## src/rtl/stopwatch_alarm_pkg.sv

```systemverilog
package stopwatch_alarm_pkg;

  // register offsets on the byte register port
  localparam logic [7:0] ALARM1_SECONDS_OFF         = 8'h08;
  localparam logic [7:0] ALARM1_MINUTES_OFF         = 8'h09;
  localparam logic [7:0] ALARM1_HOURS_LOW_PAIR_OFF  = 8'h0A;
  localparam logic [7:0] ALARM1_HOURS_MID_PAIR_OFF  = 8'h0B;
  localparam logic [7:0] ALARM1_HOURS_HIGH_PAIR_OFF = 8'h0C;
  localparam logic [7:0] ALARM2_MINUTES_OFF         = 8'h0D;
  localparam logic [7:0] ALARM2_HOURS_LOW_PAIR_OFF  = 8'h0E;
  localparam logic [7:0] ALARM2_HOURS_HIGH_PAIR_OFF = 8'h0F;
  localparam logic [7:0] ALARM_FIELD_ENABLES_OFF    = 8'h10;
  localparam logic [7:0] IRQ_ONE_SOURCE_MASK_OFF    = 8'h29;
  localparam logic [7:0] IRQ_TWO_SOURCE_MASK_OFF    = 8'h2A;
  localparam logic [7:0] ALARM_FLAGS_OFF            = 8'h30;

  // alarm_field_enables bit positions
  localparam int SECOND_ALARM_HIGH_HOURS_ON_BIT = 7;
  localparam int SECOND_ALARM_LOW_HOURS_ON_BIT  = 6;
  localparam int SECOND_ALARM_MINUTES_ON_BIT    = 5;
  localparam int FIRST_ALARM_HIGH_HOURS_ON_BIT  = 4;
  localparam int FIRST_ALARM_MID_HOURS_ON_BIT   = 3;
  localparam int FIRST_ALARM_LOW_HOURS_ON_BIT   = 2;
  localparam int FIRST_ALARM_MINUTES_ON_BIT     = 1;
  localparam int FIRST_ALARM_SECONDS_ON_BIT     = 0;

  // source mask bits, same layout in both irq mask registers
  localparam int FIRST_ALARM_TO_IRQ_BIT  = 0;
  localparam int SECOND_ALARM_TO_IRQ_BIT = 1;
  localparam int IRQ_PULSE_MODE_BIT      = 7;

  // flag register bit positions
  localparam int FIRST_ALARM_FLAG_BIT  = 0;
  localparam int SECOND_ALARM_FLAG_BIT = 1;

  // seconds and minutes bytes have no bit 7
  localparam logic [7:0] SEXAGESIMAL_MASK = 8'h7F;
  localparam logic [7:0] BYTE_RESET       = 8'h00;
  localparam logic [7:0] MASK_RESET       = 8'h00;
  localparam logic [7:0] UNMAPPED_READ    = 8'h00;
  localparam logic [1:0] FLAGS_RESET      = 2'h0;

  // running elapsed-time counter, two BCD digits per byte
  typedef struct packed {
    logic [7:0] hours_high_pair;
    logic [7:0] hours_mid_pair;
    logic [7:0] hours_low_pair;
    logic [7:0] minutes;
    logic [7:0] seconds;
  } elapsed_time_t;

  typedef struct packed {
    logic [7:0] hours_high_pair;
    logic [7:0] hours_low_pair;
    logic [7:0] minutes;
  } alarm2_time_t;

  typedef struct packed {
    elapsed_time_t alarm1;
    alarm2_time_t  alarm2;
    logic [7:0]    field_enables;
    logic [7:0]    irq_one_source_mask;
    logic [7:0]    irq_two_source_mask;
    logic [1:0]    alarm_flags;
    logic [1:0]    match_seen;
    logic [1:0]    irq_active;
    logic [7:0]    read_data;
  } alarm_state_t;

endpackage : stopwatch_alarm_pkg

```

## src/rtl/stopwatch_alarm_compare.sv

```systemverilog
// Summary of operation
// - Alarms compare as BCD elapsed time only while stop-watch mode is selected.
// - Alarm1 bytes sit at 08h to 0Ch: seconds, minutes, three hour pairs.
// - Alarm2 bytes sit at 0Dh to 0Fh: minutes, low and high hour pairs.
// - Seconds and minutes bytes: tens in bits 6..4, units 3..0, bit 7 absent.
// - Hour bytes: upper BCD digit in bits 7..4, lower in bits 3..0.
// - Enable register 10h bits 7..5 enable alarm2 fields, reset to zero.
// - Enable register bits 4..0 enable alarm1 fields, each reset to zero.
// - Only enabled fields are compared; disabled fields are ignored.
// - Time incrementing into a full match sets that alarm's flag.
// - A flag stays set until software clears it.
// - A cleared flag sets again only at the next increment into a match.
// - Mask registers 29h and 2Ah route each alarm flag to each irq output.
// - Each irq output is either a pulse per match or a level following flags.
// - Pulse form fires on every new match even if the flag stays set.
// - Alarm1 spans seconds to 999 999 hours, alarm2 minutes to 9 999 hours.
`timescale 1ns/1ps
`default_nettype none

module stopwatch_alarm_compare
  import stopwatch_alarm_pkg::*;
(
  input  wire logic          MCLK_I,
  input  wire logic          RST_B_I,
  input  wire logic          ELAPSED_COUNTER_SELECT_I,
  input  wire logic          TICK_I,
  input  wire elapsed_time_t COUNT_I,
  input  wire logic [7:0]    REG_ADDR_I,
  input  wire logic          REG_WR_I,
  input  wire logic [7:0]    REG_WDATA_I,
  input  wire logic          REG_RD_I,
  output logic      [7:0]    REG_RDATA_O,
  output logic               FIRST_ALARM_FLAG_O,
  output logic               SECOND_ALARM_FLAG_O,
  output logic               IRQ_OUT_ONE_B_O,
  output logic               IRQ_OUT_TWO_B_O
);

  alarm_state_t state;
  alarm_state_t next_state;

  logic [7:0] en;
  logic [1:0] match_now;
  logic [1:0] alarm_event;
  logic [7:0] read_mux;
  logic [7:0] mask_sel;

  assign en = state.field_enables;

  // each enabled field must equal the counter; all-disabled alarms never fire
  always_comb begin
    match_now[0] = ELAPSED_COUNTER_SELECT_I && (|en[4:0]) &&
      (!en[FIRST_ALARM_SECONDS_ON_BIT]
        || (state.alarm1.seconds == (COUNT_I.seconds & SEXAGESIMAL_MASK))) &&
      (!en[FIRST_ALARM_MINUTES_ON_BIT]
        || (state.alarm1.minutes == (COUNT_I.minutes & SEXAGESIMAL_MASK))) &&
      (!en[FIRST_ALARM_LOW_HOURS_ON_BIT]
        || (state.alarm1.hours_low_pair == COUNT_I.hours_low_pair)) &&
      (!en[FIRST_ALARM_MID_HOURS_ON_BIT]
        || (state.alarm1.hours_mid_pair == COUNT_I.hours_mid_pair)) &&
      (!en[FIRST_ALARM_HIGH_HOURS_ON_BIT]
        || (state.alarm1.hours_high_pair == COUNT_I.hours_high_pair));
    match_now[1] = ELAPSED_COUNTER_SELECT_I && (|en[7:5]) &&
      (!en[SECOND_ALARM_MINUTES_ON_BIT]
        || (state.alarm2.minutes == (COUNT_I.minutes & SEXAGESIMAL_MASK))) &&
      (!en[SECOND_ALARM_LOW_HOURS_ON_BIT]
        || (state.alarm2.hours_low_pair == COUNT_I.hours_low_pair)) &&
      (!en[SECOND_ALARM_HIGH_HOURS_ON_BIT]
        || (state.alarm2.hours_high_pair == COUNT_I.hours_mid_pair));
    // a match that already held at the previous tick is not a new event
    alarm_event = {2{TICK_I}} & match_now & ~state.match_seen;
  end

  always_comb begin
    case (REG_ADDR_I)
      ALARM1_SECONDS_OFF:         read_mux = state.alarm1.seconds;
      ALARM1_MINUTES_OFF:         read_mux = state.alarm1.minutes;
      ALARM1_HOURS_LOW_PAIR_OFF:  read_mux = state.alarm1.hours_low_pair;
      ALARM1_HOURS_MID_PAIR_OFF:  read_mux = state.alarm1.hours_mid_pair;
      ALARM1_HOURS_HIGH_PAIR_OFF: read_mux = state.alarm1.hours_high_pair;
      ALARM2_MINUTES_OFF:         read_mux = state.alarm2.minutes;
      ALARM2_HOURS_LOW_PAIR_OFF:  read_mux = state.alarm2.hours_low_pair;
      ALARM2_HOURS_HIGH_PAIR_OFF: read_mux = state.alarm2.hours_high_pair;
      ALARM_FIELD_ENABLES_OFF:    read_mux = state.field_enables;
      IRQ_ONE_SOURCE_MASK_OFF:    read_mux = state.irq_one_source_mask;
      IRQ_TWO_SOURCE_MASK_OFF:    read_mux = state.irq_two_source_mask;
      ALARM_FLAGS_OFF:            read_mux = {6'h00, state.alarm_flags};
      default:                    read_mux = UNMAPPED_READ;
    endcase
  end

  always_comb begin
    next_state = state;
    if (REG_RD_I) begin
      next_state.read_data = read_mux;
    end
    if (REG_WR_I) begin
      case (REG_ADDR_I)
        ALARM1_SECONDS_OFF:
          next_state.alarm1.seconds = REG_WDATA_I & SEXAGESIMAL_MASK;
        ALARM1_MINUTES_OFF:
          next_state.alarm1.minutes = REG_WDATA_I & SEXAGESIMAL_MASK;
        ALARM1_HOURS_LOW_PAIR_OFF:
          next_state.alarm1.hours_low_pair = REG_WDATA_I;
        ALARM1_HOURS_MID_PAIR_OFF:
          next_state.alarm1.hours_mid_pair = REG_WDATA_I;
        ALARM1_HOURS_HIGH_PAIR_OFF:
          next_state.alarm1.hours_high_pair = REG_WDATA_I;
        ALARM2_MINUTES_OFF:
          next_state.alarm2.minutes = REG_WDATA_I & SEXAGESIMAL_MASK;
        ALARM2_HOURS_LOW_PAIR_OFF:
          next_state.alarm2.hours_low_pair = REG_WDATA_I;
        ALARM2_HOURS_HIGH_PAIR_OFF:
          next_state.alarm2.hours_high_pair = REG_WDATA_I;
        ALARM_FIELD_ENABLES_OFF:
          next_state.field_enables = REG_WDATA_I;
        IRQ_ONE_SOURCE_MASK_OFF:
          next_state.irq_one_source_mask = REG_WDATA_I;
        IRQ_TWO_SOURCE_MASK_OFF:
          next_state.irq_two_source_mask = REG_WDATA_I;
        // writing 0 clears a flag, writing 1 leaves it alone
        ALARM_FLAGS_OFF:
          next_state.alarm_flags = state.alarm_flags & REG_WDATA_I[1:0];
        default: ;
      endcase
    end
    if (TICK_I) begin
      next_state.match_seen = match_now;
    end
    // set after clear, so an event in the clearing cycle survives
    next_state.alarm_flags = next_state.alarm_flags | alarm_event;
    for (int i = 0; i < 2; i++) begin
      mask_sel = (i == 0) ? state.irq_one_source_mask : state.irq_two_source_mask;
      if (mask_sel[IRQ_PULSE_MODE_BIT]) begin
        next_state.irq_active[i] =
          (alarm_event[0] && mask_sel[FIRST_ALARM_TO_IRQ_BIT]) ||
          (alarm_event[1] && mask_sel[SECOND_ALARM_TO_IRQ_BIT]);
      end else begin
        next_state.irq_active[i] =
          (next_state.alarm_flags[FIRST_ALARM_FLAG_BIT] && mask_sel[FIRST_ALARM_TO_IRQ_BIT]) ||
          (next_state.alarm_flags[SECOND_ALARM_FLAG_BIT] && mask_sel[SECOND_ALARM_TO_IRQ_BIT]);
      end
    end
  end

  always_ff @(posedge MCLK_I or negedge RST_B_I) begin
    if (!RST_B_I) begin
      state.alarm1              <= '0;
      state.alarm2              <= '0;
      state.field_enables       <= BYTE_RESET;
      state.irq_one_source_mask <= MASK_RESET;
      state.irq_two_source_mask <= MASK_RESET;
      state.alarm_flags         <= FLAGS_RESET;
      state.match_seen          <= 2'h0;
      state.irq_active          <= 2'h0;
      state.read_data           <= UNMAPPED_READ;
    end else begin
      state <= next_state;
    end
  end

  assign REG_RDATA_O         = state.read_data;
  assign FIRST_ALARM_FLAG_O  = state.alarm_flags[FIRST_ALARM_FLAG_BIT];
  assign SECOND_ALARM_FLAG_O = state.alarm_flags[SECOND_ALARM_FLAG_BIT];
  assign IRQ_OUT_ONE_B_O     = ~state.irq_active[0];
  assign IRQ_OUT_TWO_B_O     = ~state.irq_active[1];

endmodule : stopwatch_alarm_compare

`default_nettype wire

```

## config.mk

```make
export PLATFORM = sky130hd
export DESIGN_NAME = stopwatch_alarm_compare
export DESIGN_NICKNAME = d
export VERILOG_FILES = /design/src/rtl/stopwatch_alarm_pkg.sv /design/src/rtl/stopwatch_alarm_compare.sv
export SDC_FILE = /design/constraint.sdc
export NUM_CORES = 1
export LEC_CHECK = 0
export ABC_AREA = 1
export BUFFER_PORTS_ARGS = -buffer_cell sky130_fd_sc_hd__buf_2
export CELL_PAD_IN_SITES_DETAIL_PLACEMENT = 0
export CELL_PAD_IN_SITES_GLOBAL_PLACEMENT = 1
export CORE_MARGIN = 2
export CORE_UTILIZATION = 45
export CTS_BUF_LIST = sky130_fd_sc_hd__clkbuf_2
export CTS_CLUSTER_SIZE = 40
export DETAILED_ROUTE_END_ITERATION = 10
export PLACE_DENSITY = 0.95
export SKIP_LAST_GASP = 1
export SLEW_MARGIN = 20
export SYNTH_ARGS = -nofsm -noshare
export SYNTH_HDL_FRONTEND = slang
export SYNTH_SLANG_ARGS = --single-unit
```

## constraint.sdc

```tcl
create_clock -name MCLK_I -period 4.15 [get_ports MCLK_I]
set_input_delay 0.6225 -clock MCLK_I [delete_from_list [all_inputs] [get_ports MCLK_I]]
set_output_delay 0.6225 -clock MCLK_I [all_outputs]
set_load 0.05 [all_outputs]
```

Word-level counts from Yosys, hierarchy flattened. Cells that the tools add are included.

Output and inout bits: 12. Flip-flop bits (word level): 99. Memories kept: 0. Input bits: 62. RAM bits: 0. ROM bits: 0. Logic and storage cells: 98. Latch bits: 0.

$add $sub $neg: 0. Div/mod/pow operators: 0. Muxes and demuxes: 5. Bitwise logic cells: 7. Magnitude comparators: 0. Shift-type cells: 0. $mul: 0. Equality and inequality tests: 20. Reduce and logical (&&, ||, !) cells: 51.

Operator list (count): $pmux 8 s12 (1); $eq 8x4->1 const B (8); $eq 8x8->1 (5); $eq 8x6->1 const B (3); $reduce_and 2->1 (11); $eq 7x7->1 (3); $logic_and 1x1->1 (18); $logic_or 1x1->1 (12); $eq 8x5->1 const B (1); $logic_not 1->1 (8); $and 2x2->2 (3); $reduce_or 5->1 (1); $mux 2 (2); $reduce_or 3->1 (1); $mux 1 (2); $not 1->1 (2); $not 2->2 (1); $or 2x2->2 (1).

Depth between registers and ports, before layout. Gate-level depths: netlist (run 1).

Word-level depth: 13. Mapped depth: 14.

Worst setup path before layout (run 1). OpenSTA, ideal clock, no wires.

Path kind: input port to flip-flop. From: input REG_ADDR_I[7]. To: register state[60] (netlist bit). Path buffers: 2. Path slack: 2250 ps. Setup time: 122 ps. Data required time: 4028 ps. Stages on the path: 9. Arrival time: 1778 ps. Cell sequence: nor2_2 > inv_2 > nor3_4 > nand4_2 > or2_1 > clkbuf_2 > buf_6 > nand2_1 > o21ai_2.

Word-level cells in the longest chain between the ends: 2.

RTL lines: start, declared (RTL line stopwatch_alarm_compare.sv:28) `input wire logic [7:0] REG_ADDR_I,`; $eq 8x4->1 (RTL line stopwatch_alarm_compare.sv:98) `case (REG_ADDR_I)`; $reduce_and 2->1 (no line); end signal, assigned (RTL line stopwatch_alarm_compare.sv:158) `state <= next_state;`; end, declared (RTL line stopwatch_alarm_compare.sv:39) `alarm_state_t state;`.

Every way passes these cells. A chain may end at the register's enable or synchronous reset.

Worst setup path in the final report (run 1).
From: input REG_ADDR_I[7]. To: register state[55] (netlist bit).

Same word-level chain as after synthesis.

==> results by group, run 1 <==
Synthesis
  – Flops & latches, synth: 99
  – Count leader, synth: nand2_1
  – Cell taking the most area after synthesis: dfrtp_1
  – Syn_nets: 852
  – Largest family of logic cells by synthesized area: simple AND/OR/NAND/NOR gates
  – Synth Area in Adders: 0
  – Distinct cells, synth: 37
  – Post-Synth Simple-Gate Area: 0.271
  – Top-area cell type share of the netlist area: 0.434
  – Mux contribution to synthesized area: 0.0118
  – Post-Syn Area: 5700 µm²
  – Top cells by instance count after synthesis: 247 x nand2_1, 119 x inv_1, 99 x dfrtp_1
  – Post-Syn Area per Cell: 7.22 µm²
  – Post-Synthesis Cells: 790
  – Ys async rst share: 1.00
  – Top post-synthesis cells by area: dfrtp_1 43%, nand2_1 16%, inv_1 7.8%
  – Synth Flop Type: dfrtp_1
  – Post-synth EDFFs: 0
  – Yosys warnings: 0
  – Sequential area share after synthesis: 0.434
  – Compound-Gate Fraction of Synth Area: 0.138
  – XOR/XNOR Fraction of Synth Area: 0.0399

Final layout
  – Area occupied by multi-input gates: ~2600 µm²
  – Area delta synth->final: 11.4%
  – Layout cells sized above 1: 0.146
  – Reg area: 2480 µm²
  – Post-route core utilization: 0.508
  – Fillers: between 1000 and 1500
  – Fin area: 6350 µm²
  – Layout Nets: just over 900
  – # diodes: 0

Placement
  – Count of input and output buffers: 71
  – DP Area: 6160 µm²
  – Placer Congestion: 0.986
  – DP HPWL: around 12000 µm

STA
  – Hold WS: 150 ps
  – Setup violators final: 0
  – Tcrit/Tclk final: 0.506
  – Final Slew Violations: 0
  – Final Hold Vio Count: 0
  – Clock Skew: 36.6 ps
  – Final setup TNS: 0 ps
  – Least-Margin Pin Slew: 699 ps
  – Min Tclk post-route: roughly 2100 ps
  – RSZ-0062 raised after global routing: false
  – FMAX: ~480 MHz
  – Slew HR: 0.534

Pwr
  – P_leak: roughly 3.1 nW
  – Maximum VDD drop: between 0.15 and 0.2 mV
  – Total power: between 2 and 2.5 mW
  – Pwr dens: 328 nW/µm²

CTS
  – Worst-skew pair later-pin latency: 640 ps
  – H-tree levels: 3
  – CTS clk-pin slew, worst paths: 260 ps
  – Hold Buf Count CTS: 1
  – Cts bufs inserted: 9
  – Root buffer cell: clkbuf_2
  – # Post-CTS Setup Buffers: 0
  – Buffer depth of the longest clock path: 2
  – Post-cts sizing count: 0
  – Sink Count: 99
  – CTS tree: built

Critical path
  – Slowest stage delay, CP: 560 ps
  – Setup crit end kind: flip-flop
  – Worst EP required: 4670 ps
  – CP Launch Type: input pin
  – CP cell instances: buf_2 > nor2_2 > inv_2 > nor3_4 > nand4_2 > or2_1 > nand2_1 > o21ai_2
  – CP Data Arrival Time: 2610 ps
  – CP max-delay cell: or2_1
  – Crit Path Class: in2reg
  – Critical-path maximum fanout: 16

Routing
  – Via-per-instance ratio: 4.96
  – WL final: approximately 16000 µm
  – DRC: 0
  – Antenna-violating nets left: 0
  – DR WL/cell: 15.4 µm
  – Pre-antenna DRT Iters: 5
  – DR iter-0 viols: 403
  – Detailed-route via count: 5100

Floorplan
  – # rows: 41
  – Die ar.: 13600 µm²
  – # IOs: 74
  – Die height: 117 µm
  – Starting Density: 0.456
  – Core box area: 12500 µm²
  – Die width: around 120 µm

Global route
  – Initial antenna violation count: 0
  – Largest net degree at the start of global routing: 55
  – First-pass GRT wire length: between 20000 and 25000 µm
  – Vias in the first global route: 4707
  – GRT Total Usage: 0.250
  – Total grt overflow: 0

Flow run
  – Max-Cap Viols: 0

Status
  – Status: finished clean

Hold path
  – Worst min path class: in2reg
[worst paths after layout]
| check | from | slack (ps) | cells past startpoint | to |
|---|---|---|---|---|
| worst min-delay path | TICK_I | 150 | 2 | state[11] |
| max in group asynchronous | RST_B_I | 3050 | 3 | state[57] |
| min in group asynchronous | RST_B_I | 550 | 3 | state[8] |
| worst max register to register | state[49] | 2350 | 14 | state[8] |
| worst min register to register | state[94] | 520 | 2 | state[94] |
| worst max-delay path | REG_ADDR_I[7] | 2050 | 8 | state[55] |
[power breakdown]
part	internal (mW)	total, mW	switching [mW]
Combinational	0.115	0.351	0.236
Sequential	1.03	1.07	0.0454
Clock	0.318	0.663	0.345
[sequential cells by signal, indices dropped and copies added, names as in the netlist]
name                 flops
FIRST_ALARM_FLAG_O       1
state                   73
mask_sel                 8
SECOND_ALARM_FLAG_O      1
en                       8
REG_RDATA_O              8
[per-stage QoR]
| stage | setup slack [ps] | instances |
|---|---|---|
| finish | 2050 | 1029 |
| global route | 1950 | 1029 |
| CTS | 2100 | 1029 |
| detailed placement | 1430 | 1012 |
| global placement | 1450 | 1012 |
| floorplan | 2250 | 790 |
[cells in the final DEF, fill, tap and decap left out, types with 2 or more instances in the layout]
cell,Yosys,routed
nand2_1,247,247
dfrtp_1,99,99
inv_2,5,5
clkbuf_2,1,9
o21ai_0,87,87
bufinv_16,0,4
nor2_2,4,4
nand2_2,2,2
o31ai_1,3,3
o2bb2ai_1,5,5
nor2_1,79,79
o21ai_2,8,8
o21ai_1,5,5
buf_2,3,70
nor2_4,2,2
nand4_1,4,4
xor2_1,6,6
nor3_2,3,3
inv_1,119,119
nand3_1,20,20
or2_2,2,2
o22ai_1,25,25
and3_1,2,2
nand4_2,3,3
a21oi_1,4,4
xnor2_1,20,20
mux2_2,6,6
buf_4,9,3
[logic make-up after synthesis]
family	Yosys count
multiplexers	6
AO/OA/AOI/OAI	139
XOR/XNOR	26
AND/OR/NAND/NOR	373
buffers and inverters	147
flip-flops	99
[cell type report]
| type | instances | area share |
|---|---|---|
| Multi-Input combinational cell | 544 | 0.414 |
| Sequential cell | 99 | 0.390 |
| Inverter | 124 | 0.0732 |
| Timing Repair Buffer | 74 | 0.0602 |
| Tap cell | 172 | 0.0339 |
| Clock inverter | 7 | 0.0221 |
| Clock buffer | 9 | 0.00709 |
[layer usage]
metal,track usage,vias to the layer above,share of wire
li1,-,2596,-
met1,0.341,2336,0.45
met2,0.403,143,0.47
met3,0.0436,25,0.055
met4,0.0910,0,0.025
met5,0,-,0
[critical path, delay by kind of cell]
family | cells | cell delay [ps]
buffers and inverters | 2 | 170
AND/OR/NAND/NOR | 5 | 1740
AO/OA/AOI/OAI | 1 | 60
(Power assumes the default switching activity.)
==> inputs of run 2 (changes only) <==
Settings changed: CORE_UTILIZATION 45 to 39, PLACE_DENSITY 0.95 to 0.88.
Clock period 4.15 ns to 1.88 ns, I/O delays scaled along.
==> results by group, run 2 (synthesized netlist as in run 1, its figures left out) <==
Final layout
  – Most frequent cells in the layout: 247 x nand2_1, 119 x inv_1, 99 x dfrtp_1, 86 x o21ai_0, 75 x nor2_1
  – Area delta synth->final: 16.7%
  – Max reg flops: 73
  – Finished Layout Cells: 1069
  – Fillers: roughly 1500
  – Layout Nets: about 940
  – Layout cells sized above 1: 0.170
  – Post-route core utilization: 0.461
  – Biggest register: state
  – Fin area: 6660 µm²
  – Commonest non-fill, non-tap cell in the layout: nand2_1

Critical path
  – RR Endpoint: state[8]
  – Worst EP required: around 2500 ps
  – CP Data Arrival Time: around 2300 ps
  – Reg-to-Reg Start: state[56]
  – Worst R2R Path Depth: 11
  – Crit Path Class: reg2reg
  – Setup crit end kind: flip-flop
  – CP Launch Type: flip-flop
  – FF-to-FF setup slack: ~200 ps
  – Critical-path maximum fanout: 3

Hold path
  – Worst min path class: in2async

STA
  – Hold WS: 40.6 ps
  – Tcrit/Tclk final: 0.897
  – Min Tclk post-route: 1690 ps
  – Final WS setup: 195 ps
  – FMAX: 593 MHz
  – Least-Margin Pin Slew: 510 ps
  – Final Slew Violations: 0
  – Slew HR: 0.660
  – Setup violators final: 0
  – Final setup TNS: 0 ps
  – Clock Skew: 23.9 ps
  – Final Hold Vio Count: 0

Placement
  – Count of input and output buffers: 71
  – DP HPWL: 12500 µm
  – Post-Place Setup Slack: 25.4 ps
  – DP Area: 6340 µm²
  – Cell count after placement: around 1000
  – Placer Congestion: 0.945

Floorplan
  – # rows: 44
  – Die ar.: approximately 16000 µm²
  – # IOs: 74
  – Die width: between 100 and 150 µm
  – Core box area: 14400 µm²
  – Die height: around 120 µm
  – Starting Density: 0.395

Global route
  – Total grt overflow: 0
  – Largest net degree at the start of global routing: 40
  – Vias in the first global route: 5001
  – GRT Total Usage: 0.219
  – First-pass GRT wire length: 26300 µm
  – Initial antenna violation count: 1

CTS
  – Root buffer cell: clkbuf_2
  – Worst-skew pair later-pin latency: 630 ps
  – CTS tree: built
  – CTS clk-pin slew, worst paths: 290 ps
  – Cts bufs inserted: 9
  – Buffer depth of the longest clock path: 2
  – H-tree levels: 3
  – Sink Count: between 90 and 100

Pwr
  – Maximum VDD drop: 0.340 mV
  – P_leak: approximately 3.3 nW
  – Total power: ~4.6 mW
  – Pwr dens: 684 nW/µm²

Routing
  – DR iter-0 viols: 330
  – Via-per-instance ratio: 4.88
  – Detailed-route via count: 5212
  – DR WL/cell: 15.4 µm
  – Antenna-violating nets left: 0
  – WL final: 16400 µm
  – Pre-antenna DRT Iters: 5
  – DRC: 0

Status
  – Status: finished clean

Flow run
  – Max-Cap Viols: 0
-- run 2: cell count changes in the layout (fill, tap and decap cells not counted), moves of 2 or more --
cell           change
buf_4             +13
nor2_1             -4
nor2_2             +3
nand3_2            +2
nand3_1            -2
dlygate4sd3_1     +10
buf_12             +4
-- run 2: repair_timing --
item / 4_1_cts / 5_1_grt
hold buffers: 11 / 0
endpoints found under the hold margin: 120 / 0
buffers inserted: 0 / 1
endpoints found under the setup margin: 0 / 2
resized for setup: 0 / 9
-- run 2: cell type report --
| class | instances | area [µm²] | area share |
|---|---|---|---|
| Multi-Input combinational cell | 544 | 2660 | 0.399 |
| Sequential cell | 99 | 2480 | 0.372 |
| Timing Repair Buffer | 101 | 661 | 0.0992 |
| Inverter | 124 | 465 | 0.0699 |
| Tap cell | 184 | 230 | 0.0346 |
| Clock inverter | 6 | 113 | 0.0169 |
| Clock buffer | 10 | 50.0 | 0.00752 |
| Antenna cell | 1 | 2.50 | 0.000376 |
-- run 2: power by group --
group	total [mW]	switching (mW)	internal (mW)
Combinational	0.837	0.539	0.298
Sequential	2.36	0.101	2.26
Clock	1.35	0.769	0.583
Total	4.55	1.41	3.15
-- run 2: worst max-delay path by stage --
stage                        startpoint             end  depth (start not counted)
after floorplan           REG_ADDR_I[7]       state[60]                          9
after global placement    REG_ADDR_I[7]  REG_RDATA_O[0]                         13
after detailed placement  REG_ADDR_I[7]  REG_RDATA_O[6]                         11
after CTS                     state[49]        state[8]                         14
after global routing          state[80]        state[9]                         12
final                         state[56]        state[8]                         11
-- run 2: worst max-delay path: stages, from the launching register on --
cell and delay, ps:
dfrtp_1 480, xnor2_1 170, nand2_1 70, nor2_1 130, nand2_1 130, a21oi_1 220, nand3_2 120, nand2_1 110
nand2_1 60, nand2_1 50, nor2_1 40, nor2_1 80
-- run 2: metal layers --
metal	vias up	wire [µm]	track usage
met5	-	0	0
met3	33	828	0.0338
met4	0	505	0.0895
li1	2659	-	-
met2	136	7500	0.351
met1	2384	7580	0.299
